[config.mk]
export PLATFORM = sky130hd
export DESIGN_NAME = cipc_top
export DESIGN_NICKNAME = d
export VERILOG_FILES = /design/src/design/cipc_pkg.sv /design/src/design/cipc_sticky_bit.sv /design/src/design/cipc_top.sv
export SDC_FILE = /design/constraint.sdc
export NUM_CORES = 1
export LEC_CHECK = 0
export BUFFER_PORTS_ARGS = -buffer_cell sky130_fd_sc_hd__buf_4
export CORE_UTILIZATION = 36
export DETAILED_ROUTE_END_ITERATION = 12
export PLACE_DENSITY_LB_ADDON = 0.08
export SLEW_MARGIN = 20
export SYNTH_ARGS = -nofsm -noshare
export SYNTH_HDL_FRONTEND = slang
export SYNTH_SLANG_ARGS = --single-unit
[constraint.sdc]
create_clock -name clk -period 2.1 [get_ports clk]
set_input_delay 0.21 -clock clk [delete_from_list [all_inputs] [get_ports clk]]
set_output_delay 0.21 -clock clk [all_outputs]
set_load 0.05 [all_outputs]
[src/design/cipc_pkg.sv]
// Package for the core identity and exception pend control block.
// Holds register offsets, field positions, reset values, states and carrier structs.
// Assumes a single core clock and a plain strobe register port.
package cipc_pkg;

  // Register port widths
  localparam int unsigned CIPC_ADDR_W = 8;
  localparam int unsigned CIPC_DATA_W = 32;

  // Register offsets (byte addresses, one aligned word each)
  localparam logic [7:0] CIPC_OFS_IDENTITY   = 8'h00;
  localparam logic [7:0] CIPC_OFS_PEND_CTRL  = 8'h04;
  localparam logic [7:0] CIPC_OFS_IRQ_STATUS = 8'h08;
  localparam logic [7:0] CIPC_OFS_IRQ_CLEAR  = 8'h0C;
  localparam logic [7:0] CIPC_OFS_IRQ_ENABLE = 8'h10;

  // Identity word field positions
  localparam int unsigned CIPC_ID_IMPL_LSB  = 24;
  localparam int unsigned CIPC_ID_VAR_LSB   = 20;
  localparam int unsigned CIPC_ID_ARCH_LSB  = 16;
  localparam int unsigned CIPC_ID_PART_LSB  = 4;
  localparam int unsigned CIPC_ID_PATCH_LSB = 0;

  // Pend control word bit positions
  localparam int unsigned CIPC_NMI_SET_BIT = 31;
  localparam int unsigned CIPC_RSVD_HI_BIT = 30;
  localparam int unsigned CIPC_RSVD_LO_BIT = 29;
  localparam int unsigned CIPC_SV_SET_BIT  = 28;
  localparam int unsigned CIPC_SV_CLR_BIT  = 27;

  // Event status bits
  localparam int unsigned CIPC_EVT_NUM       = 4;
  localparam int unsigned CIPC_EVT_NMI_SET   = 0;
  localparam int unsigned CIPC_EVT_NMI_ENTRY = 1;
  localparam int unsigned CIPC_EVT_SV_SET    = 2;
  localparam int unsigned CIPC_EVT_SV_CLEAR  = 3;

  // Values after reset
  localparam logic [31:0] CIPC_RST_WORD = 32'h0000_0000;
  localparam logic [3:0]  CIPC_RST_EVT  = 4'h0;
  localparam logic [0:0]  CIPC_RST_BIT  = 1'h0;

  // Non-maskable pending and handler tracking
  typedef enum logic [1:0] {
    CIPC_NMI_IDLE    = 2'b00,
    CIPC_NMI_PENDING = 2'b01,
    CIPC_NMI_HANDLER = 2'b10,
    CIPC_NMI_REPEND  = 2'b11
  } cipc_nmi_state_t;

  // Register port request
  typedef struct packed {
    logic [7:0]  addr;
    logic [31:0] wdata;
    logic        wr;
    logic        rd;
  } cipc_bus_req_t;

  // Exception entry logic events toward this block
  typedef struct packed {
    logic nmi_assert;
    logic nmi_entry;
    logic nmi_return;
    logic sv_entry;
  } cipc_core_evt_t;

endpackage

[src/design/cipc_sticky_bit.sv]
// Sticky status bits for the event register.
// Assumes set and clear are one-cycle pulses on the core clock.
`timescale 1ns/1ps
module cipc_sticky_bit #(
  parameter int unsigned WIDTH = 4
) (
  input  wire logic             clk,
  input  wire logic             rst,
  input  wire logic [WIDTH-1:0] set,
  input  wire logic [WIDTH-1:0] clr,
  output logic      [WIDTH-1:0] q
);
  import cipc_pkg::*;

  // One flag per bit; a set in the clearing cycle wins so no event is lost
  genvar i;
  generate
    for (i = 0; i < WIDTH; i++) begin : g_bit
      always_ff @(posedge clk) begin
        if (rst) begin
          q[i] <= 1'b0;
        end else if (set[i]) begin
          q[i] <= 1'b1;
        end else if (clr[i]) begin
          q[i] <= 1'b0;
        end
      end
    end
  endgenerate

endmodule

[src/design/cipc_top.sv]
// Core identity word and exception pend control register block.
// Assumes a plain strobe register port and one-cycle event pulses from the core's exception logic.
//
// Function
// [RL1] Identity word is read-only; top byte implementer, bits 19:16 fixed constant.
// [RL2] Identity bits 23:20 report the major variant number.
// [RL3] Identity bits 15:4 report the fixed twelve-bit part number.
// [RL4] Identity bits 3:0 report the patch number.
// [RL5] Writing one to pend bit 31 makes the non-maskable interrupt pending.
// [RL6] Reading pend bit 31 returns the non-maskable pending state.
// [RL7] Handler entry clears the non-maskable pending bit.
// [RL8] Inside the handler the bit reads one only after a fresh assertion.
// [RL9] Pend bits 30 and 29 read zero and ignore writes.
// [RL10] Writing one to pend bit 28 makes the deferred service pending.
// [RL11] Reading pend bit 28 returns the deferred service pending state.
// [RL12] Only a software write of one sets deferred service pending.
// [RL13] Pend bit 27 is write-only; writing one removes deferred service pending.
`timescale 1ns/1ps
module cipc_top #(
  parameter logic [7:0]  IMPL_CODE  = 8'h5A,   // Arbitrary value
  parameter logic [3:0]  VARIANT    = 4'h2,    // Arbitrary value
  parameter logic [3:0]  ARCH_CONST = 4'hA,    // Arbitrary value
  parameter logic [11:0] PART_CODE  = 12'h3B5, // Arbitrary value
  parameter logic [3:0]  PATCH      = 4'h3     // Arbitrary value
) (
  input  wire logic                    clk,
  input  wire logic                    rst,
  input  wire cipc_pkg::cipc_bus_req_t bus_req,
  output logic [31:0]                  bus_rdata,
  input  wire cipc_pkg::cipc_core_evt_t core_evt,
  output logic                         nmi_pending,
  output logic                         nmi_in_handler,
  output logic                         sv_pending,
  output logic                         irq
);
  import cipc_pkg::*;

  // Decoded write strobes
  logic                     wr_pend;
  logic                     wr_irq_clear;
  logic                     wr_irq_enable;
  logic                     sw_nmi_set;
  logic                     sw_sv_set;
  logic                     sw_sv_clr;
  logic                     nmi_set_any;
  logic                     addr_hit;

  // State
  cipc_nmi_state_t          nmi_state_reg;
  cipc_nmi_state_t          nmi_state_next;
  logic                     sv_pending_reg;
  logic [CIPC_EVT_NUM-1:0]  evt_status;
  logic [CIPC_EVT_NUM-1:0]  evt_set;
  logic [CIPC_EVT_NUM-1:0]  evt_clr;
  logic [CIPC_EVT_NUM-1:0]  irq_enable_reg;
  logic [31:0]              rdata_reg;
  logic [31:0]              rdata_next;
  logic [31:0]              identity_word;
  logic [31:0]              pend_word;
  logic                     irq_reg;

  // Write decode; strobes are never both high so no read/write arbitration
  assign wr_pend       = bus_req.wr && (bus_req.addr == CIPC_OFS_PEND_CTRL);
  assign wr_irq_clear  = bus_req.wr && (bus_req.addr == CIPC_OFS_IRQ_CLEAR);
  assign wr_irq_enable = bus_req.wr && (bus_req.addr == CIPC_OFS_IRQ_ENABLE);

  // [RL5] Non-maskable set
  assign sw_nmi_set = wr_pend && bus_req.wdata[CIPC_NMI_SET_BIT];
  // [RL10] Deferred service set
  assign sw_sv_set  = wr_pend && bus_req.wdata[CIPC_SV_SET_BIT];
  // [RL13] Deferred service clear
  assign sw_sv_clr  = wr_pend && bus_req.wdata[CIPC_SV_CLR_BIT];

  // A pin assertion pends the non-maskable interrupt just like the software bit
  assign nmi_set_any = sw_nmi_set || core_evt.nmi_assert;

  // Identity word is built from constants only, so nothing can ever alter it
  // [RL1] Implementer byte
  assign identity_word[31:CIPC_ID_IMPL_LSB]               = IMPL_CODE;
  // [RL2] Major variant number
  assign identity_word[CIPC_ID_IMPL_LSB-1:CIPC_ID_VAR_LSB] = VARIANT;
  // [RL1] Fixed architecture constant
  assign identity_word[CIPC_ID_VAR_LSB-1:CIPC_ID_ARCH_LSB] = ARCH_CONST;
  // [RL3] Fixed part number
  assign identity_word[CIPC_ID_ARCH_LSB-1:CIPC_ID_PART_LSB] = PART_CODE;
  // [RL4] Patch number
  assign identity_word[CIPC_ID_PART_LSB-1:CIPC_ID_PATCH_LSB] = PATCH;

  // Next non-maskable state; a new assertion always wins over entry or return
  always_comb begin
    nmi_state_next = nmi_state_reg;
    unique case (nmi_state_reg)
      CIPC_NMI_IDLE: begin
        if (nmi_set_any) begin
          nmi_state_next = CIPC_NMI_PENDING;
        end
      end
      CIPC_NMI_PENDING: begin
        // [RL7] Entry clears pending
        if (core_evt.nmi_entry) begin
          nmi_state_next = nmi_set_any ? CIPC_NMI_REPEND : CIPC_NMI_HANDLER;
        end
      end
      CIPC_NMI_HANDLER: begin
        // [RL8] Reassertion in handler
        if (nmi_set_any) begin
          nmi_state_next = core_evt.nmi_return ? CIPC_NMI_PENDING : CIPC_NMI_REPEND;
        end else if (core_evt.nmi_return) begin
          nmi_state_next = CIPC_NMI_IDLE;
        end
      end
      CIPC_NMI_REPEND: begin
        // Pending survives the return, so the handler is taken again
        if (core_evt.nmi_return) begin
          nmi_state_next = CIPC_NMI_PENDING;
        end
      end
    endcase
  end

  // Non-maskable state register
  always_ff @(posedge clk) begin
    if (rst) begin
      nmi_state_reg <= CIPC_NMI_IDLE;
    end else begin
      nmi_state_reg <= nmi_state_next;
    end
  end

  // Deferred service pending; set wins if set and clear land together
  always_ff @(posedge clk) begin
    if (rst) begin
      sv_pending_reg <= CIPC_RST_BIT[0];
    end else if (sw_sv_set) begin
      // [RL12] Software is the only set
      sv_pending_reg <= 1'b1;
    end else if (sw_sv_clr || core_evt.sv_entry) begin
      // [RL13] Clear removes pending
      sv_pending_reg <= 1'b0;
    end
  end

  // Event sources for the interrupt status register
  assign evt_set[CIPC_EVT_NMI_SET]   = nmi_set_any;
  assign evt_set[CIPC_EVT_NMI_ENTRY] = core_evt.nmi_entry && (nmi_state_reg == CIPC_NMI_PENDING);
  assign evt_set[CIPC_EVT_SV_SET]    = sw_sv_set;
  assign evt_set[CIPC_EVT_SV_CLEAR]  = sw_sv_clr && sv_pending_reg && !sw_sv_set;
  assign evt_clr = wr_irq_clear ? bus_req.wdata[CIPC_EVT_NUM-1:0] : CIPC_RST_EVT;

  // Sticky status flags, write-one-to-clear through the clear register
  cipc_sticky_bit #(
    .WIDTH (CIPC_EVT_NUM)
  ) u_status (
    .clk (clk),
    .rst (rst),
    .set (evt_set),
    .clr (evt_clr),
    .q   (evt_status)
  );

  // Interrupt enable register
  always_ff @(posedge clk) begin
    if (rst) begin
      irq_enable_reg <= CIPC_RST_EVT;
    end else if (wr_irq_enable) begin
      irq_enable_reg <= bus_req.wdata[CIPC_EVT_NUM-1:0];
    end
  end

  // Interrupt level registered to keep the output glitch free
  always_ff @(posedge clk) begin
    if (rst) begin
      irq_reg <= 1'b0;
    end else begin
      irq_reg <= |(evt_status & irq_enable_reg);
    end
  end

  // Readable view of the pend control word
  always_comb begin
    pend_word = CIPC_RST_WORD;
    // [RL6] Non-maskable pending readback
    pend_word[CIPC_NMI_SET_BIT] = (nmi_state_reg == CIPC_NMI_PENDING) ||
                                  (nmi_state_reg == CIPC_NMI_REPEND);
    // [RL9] Reserved read zero
    pend_word[CIPC_RSVD_HI_BIT] = 1'b0;
    pend_word[CIPC_RSVD_LO_BIT] = 1'b0;
    // [RL11] Deferred service readback
    pend_word[CIPC_SV_SET_BIT]  = sv_pending_reg;
    // Clear bit is write-only and always reads zero
    pend_word[CIPC_SV_CLR_BIT]  = 1'b0;
  end

  // Read mux; unmapped and write-only addresses read zero
  always_comb begin
    rdata_next = CIPC_RST_WORD;
    addr_hit   = 1'b1;
    unique case (bus_req.addr)
      CIPC_OFS_IDENTITY:   rdata_next = identity_word;
      CIPC_OFS_PEND_CTRL:  rdata_next = pend_word;
      CIPC_OFS_IRQ_STATUS: rdata_next[CIPC_EVT_NUM-1:0] = evt_status;
      CIPC_OFS_IRQ_ENABLE: rdata_next[CIPC_EVT_NUM-1:0] = irq_enable_reg;
      default:             addr_hit = 1'b0;
    endcase
    if (!bus_req.rd || !addr_hit) begin
      rdata_next = CIPC_RST_WORD;
    end
  end

  // Read data stands only in the cycle after the read strobe
  always_ff @(posedge clk) begin
    if (rst) begin
      rdata_reg <= CIPC_RST_WORD;
    end else begin
      rdata_reg <= rdata_next;
    end
  end

  // Outputs
  assign bus_rdata      = rdata_reg;
  assign nmi_pending    = pend_word[CIPC_NMI_SET_BIT];
  assign nmi_in_handler = (nmi_state_reg == CIPC_NMI_HANDLER) || (nmi_state_reg == CIPC_NMI_REPEND);
  assign sv_pending     = sv_pending_reg;
  assign irq            = irq_reg;

endmodule

==> run metrics <==
synth unique cells 32; Reg clk slew, reported paths 0.10 ns; CP max FO 4; Static Leak 0.6271 nW; clock latency at the later pin of the worst-skew pair 0.29 ns; Crit Reg-Reg Startpoint nmi_state_reg[0]$_SDFFE_PP0P_; Rows 19; Max Freq 565.2 MHz; wire length per cell 10.41 um; CP Class flip-flop to flip-flop; vias in the first global route 816; number of synthesized flops with an enable pin 0; syn avg cell area 8.274 sq um; layout cells sized above 1 32.16%; largest family of logic cells by synthesized area buffers and inverters; largest net degree at the start of global routing 16; Global Route Usage Sum 13.66%; Post-Route Setup TNS 0 ns; grt total ovfl 0; warnings from Yosys 0; Max clock buf depth 2; worst slack at placement 0.1902 ns; Fillers 314; most frequent cells in the layout buf_4, dfxtp_1, a21oi_1, conb_1; Antenna Cells 0; Setup WS post-layout 0.3309 ns; data required time of the worst path 2.33 ns; initial antenna violation count 0; DRC viols 0; unrepaired setup endpoints after global routing false; buffers added on ports 45; status finished clean; pwr dens 637.1 nW/um^2; Adder-Cell Fraction of Synth Area 4.415%; drt total wl 2.217 mm; Final Hold Viols 0; Post-CTS Resized 0; final setup fails 0; starting density of the core 39.41%; first-pass GRT wire length 3.574 mm; mux cell area share after synthesis 5.408%; Worst Path Arrival 2.00 ns; DIE WIDTH 58.12 um; TritonRoute pass-1 iters 4; CTS root buf clkbuf_4; VDD IR max 0.3034 mV; commonest non-fill, non-tap cell in the layout buf_4; gpl congestion 0.8638; DP HPWL 1.811 mm; # IOs 84; Synth async-reset ratio 0%; clk sinks 19; post-CTS setup buffer count 0; Hold Crit Class input port to flip-flop; die area 3377 sq um; simple-gate portion of the synthesized area 19.98%; hold_buf cts 0; max_cap viols 0; Core ar. 2877 sq um; Critical Path End nmi_state_reg[1]$_SDFFE_PP0P_; Worst Setup End Kind flip-flop; Slew Viols, Final 0; H-tree levels 1; XOR/XNOR share of the synthesized area 0%; CP Launch Point nmi_state_reg[0]$_SDFFE_PP0P_; clk_skew 0.003646 ns; Starting DRT DRC Count 25; vias after detailed routing 956; sequential area share after synthesis 33.55%; Num CTS Buffers 3; Post-Synthesis Cells 137; synthesized area 1134 sq um; Largest register FFs 7; Compound-Gate Fraction of Synth Area 14.13%; CTS tree yes; # nets final 224; reg2reg end nmi_state_reg[1]$_SDFFE_PP0P_; min cycle time layout 1.769 ns; post-layout util 48.54%; Antenna Violating Nets Remaining 0; count of non-filler cells in the finished layout 213; Tot Pwr 0.8896 mW; Layout area overhead 23.18%; Post-synth top flop dfxtp_1; vias per inst 4.488; Seq cells post-synth 19; placed cells 209; cell count of the worst reg-to-reg path 6; FF-to-FF setup slack 0.33 ns; fin crit share 84.24%; Startpoint Class flip-flop; Chip Height 58.12 um
## through the flow
step                hold slack [ns]  instance area (sq um)
floorplan                    0.2885                   1179
global placement             0.4473                   1370
detailed placement           0.4507                   1370
CTS                          0.1294                   1396
global route                 0.1256                   1396
finish                       0.1311                   1396
## worst max-delay path, stage by stage, from the launching register on
cell	delay, ns
dfxtp_1	0.34
inv_1	0.11
ha_1	0.21
nor2b_1	0.21
or4b_1	0.46
a211o_1	0.26
mux2i_1	0.11
## layer usage
layer  up-vias  wire [um]  GRT usage [%]
met4         0         10          3.061
met2        37       1046          21.18
li1        495          -              -
met3         2        140          4.241
met1       422       1019          18.60
met5         -          0              0
## worst min path at each step
| stage | start | endpoint | slack, ns | cells past startpoint |
|---|---|---|---|---|
| after floorplan | bus_req[38] | bus_rdata[30]$_SDFF_PP0_ | 0.29 | 1 |
| after global placement | bus_req[37] | bus_rdata[30]$_SDFF_PP0_ | 0.45 | 2 |
| after detailed placement | bus_req[37] | bus_rdata[30]$_SDFF_PP0_ | 0.45 | 2 |
| after CTS | bus_req[37] | bus_rdata[30]$_SDFF_PP0_ | 0.13 | 2 |
| after global routing | bus_req[37] | bus_rdata[30]$_SDFF_PP0_ | 0.13 | 2 |
| final | bus_req[38] | bus_rdata[30]$_SDFF_PP0_ | 0.13 | 2 |
## final cells by class
class	count	area, sq um	area share, %
tap	42	52.55	3.763
sequential	19	380.4	27.24
timing repair buffer	46	345.3	24.73
inverter	12	45.04	3.226
clock buffer	4	26.28	1.882
multi-input combinational	90	546.8	39.16
## cell families (layout without fill, tap and decap cells)
family,count (synthesis),in the layout
buf+inv,40,62
simple gates,40,40
flops,19,19
other cells,1,13
compound gates,27,27
fa+ha+maj,4,4
mux,6,6
## report_power, final
group          switching, mW  leakage (nW)  internal [mW]
Clock                  0.107        0.0150         0.0739
Sequential            0.0139         0.154          0.378
Combinational          0.202         0.458          0.115
Total                  0.323         0.627          0.567
## synthesized netlist by cell type (all sizes together), types with 3 or more instances
| library cell | number | area (sq um) |
|---|---|---|
| a22oi | 4 | 30.03 |
| nor2 | 12 | 45.04 |
| a21oi | 13 | 65.06 |
| nor2b | 3 | 18.77 |
| o21ai | 5 | 25.02 |
| buf | 26 | 198.9 |
| mux2i | 5 | 50.05 |
| ha | 4 | 50.05 |
| nand2 | 5 | 18.77 |
| nor3 | 4 | 20.02 |
| inv | 12 | 45.04 |
| or2 | 3 | 18.77 |
| dfxtp | 19 | 380.4 |
No activity file was read; power rests on OpenSTA's default activity.
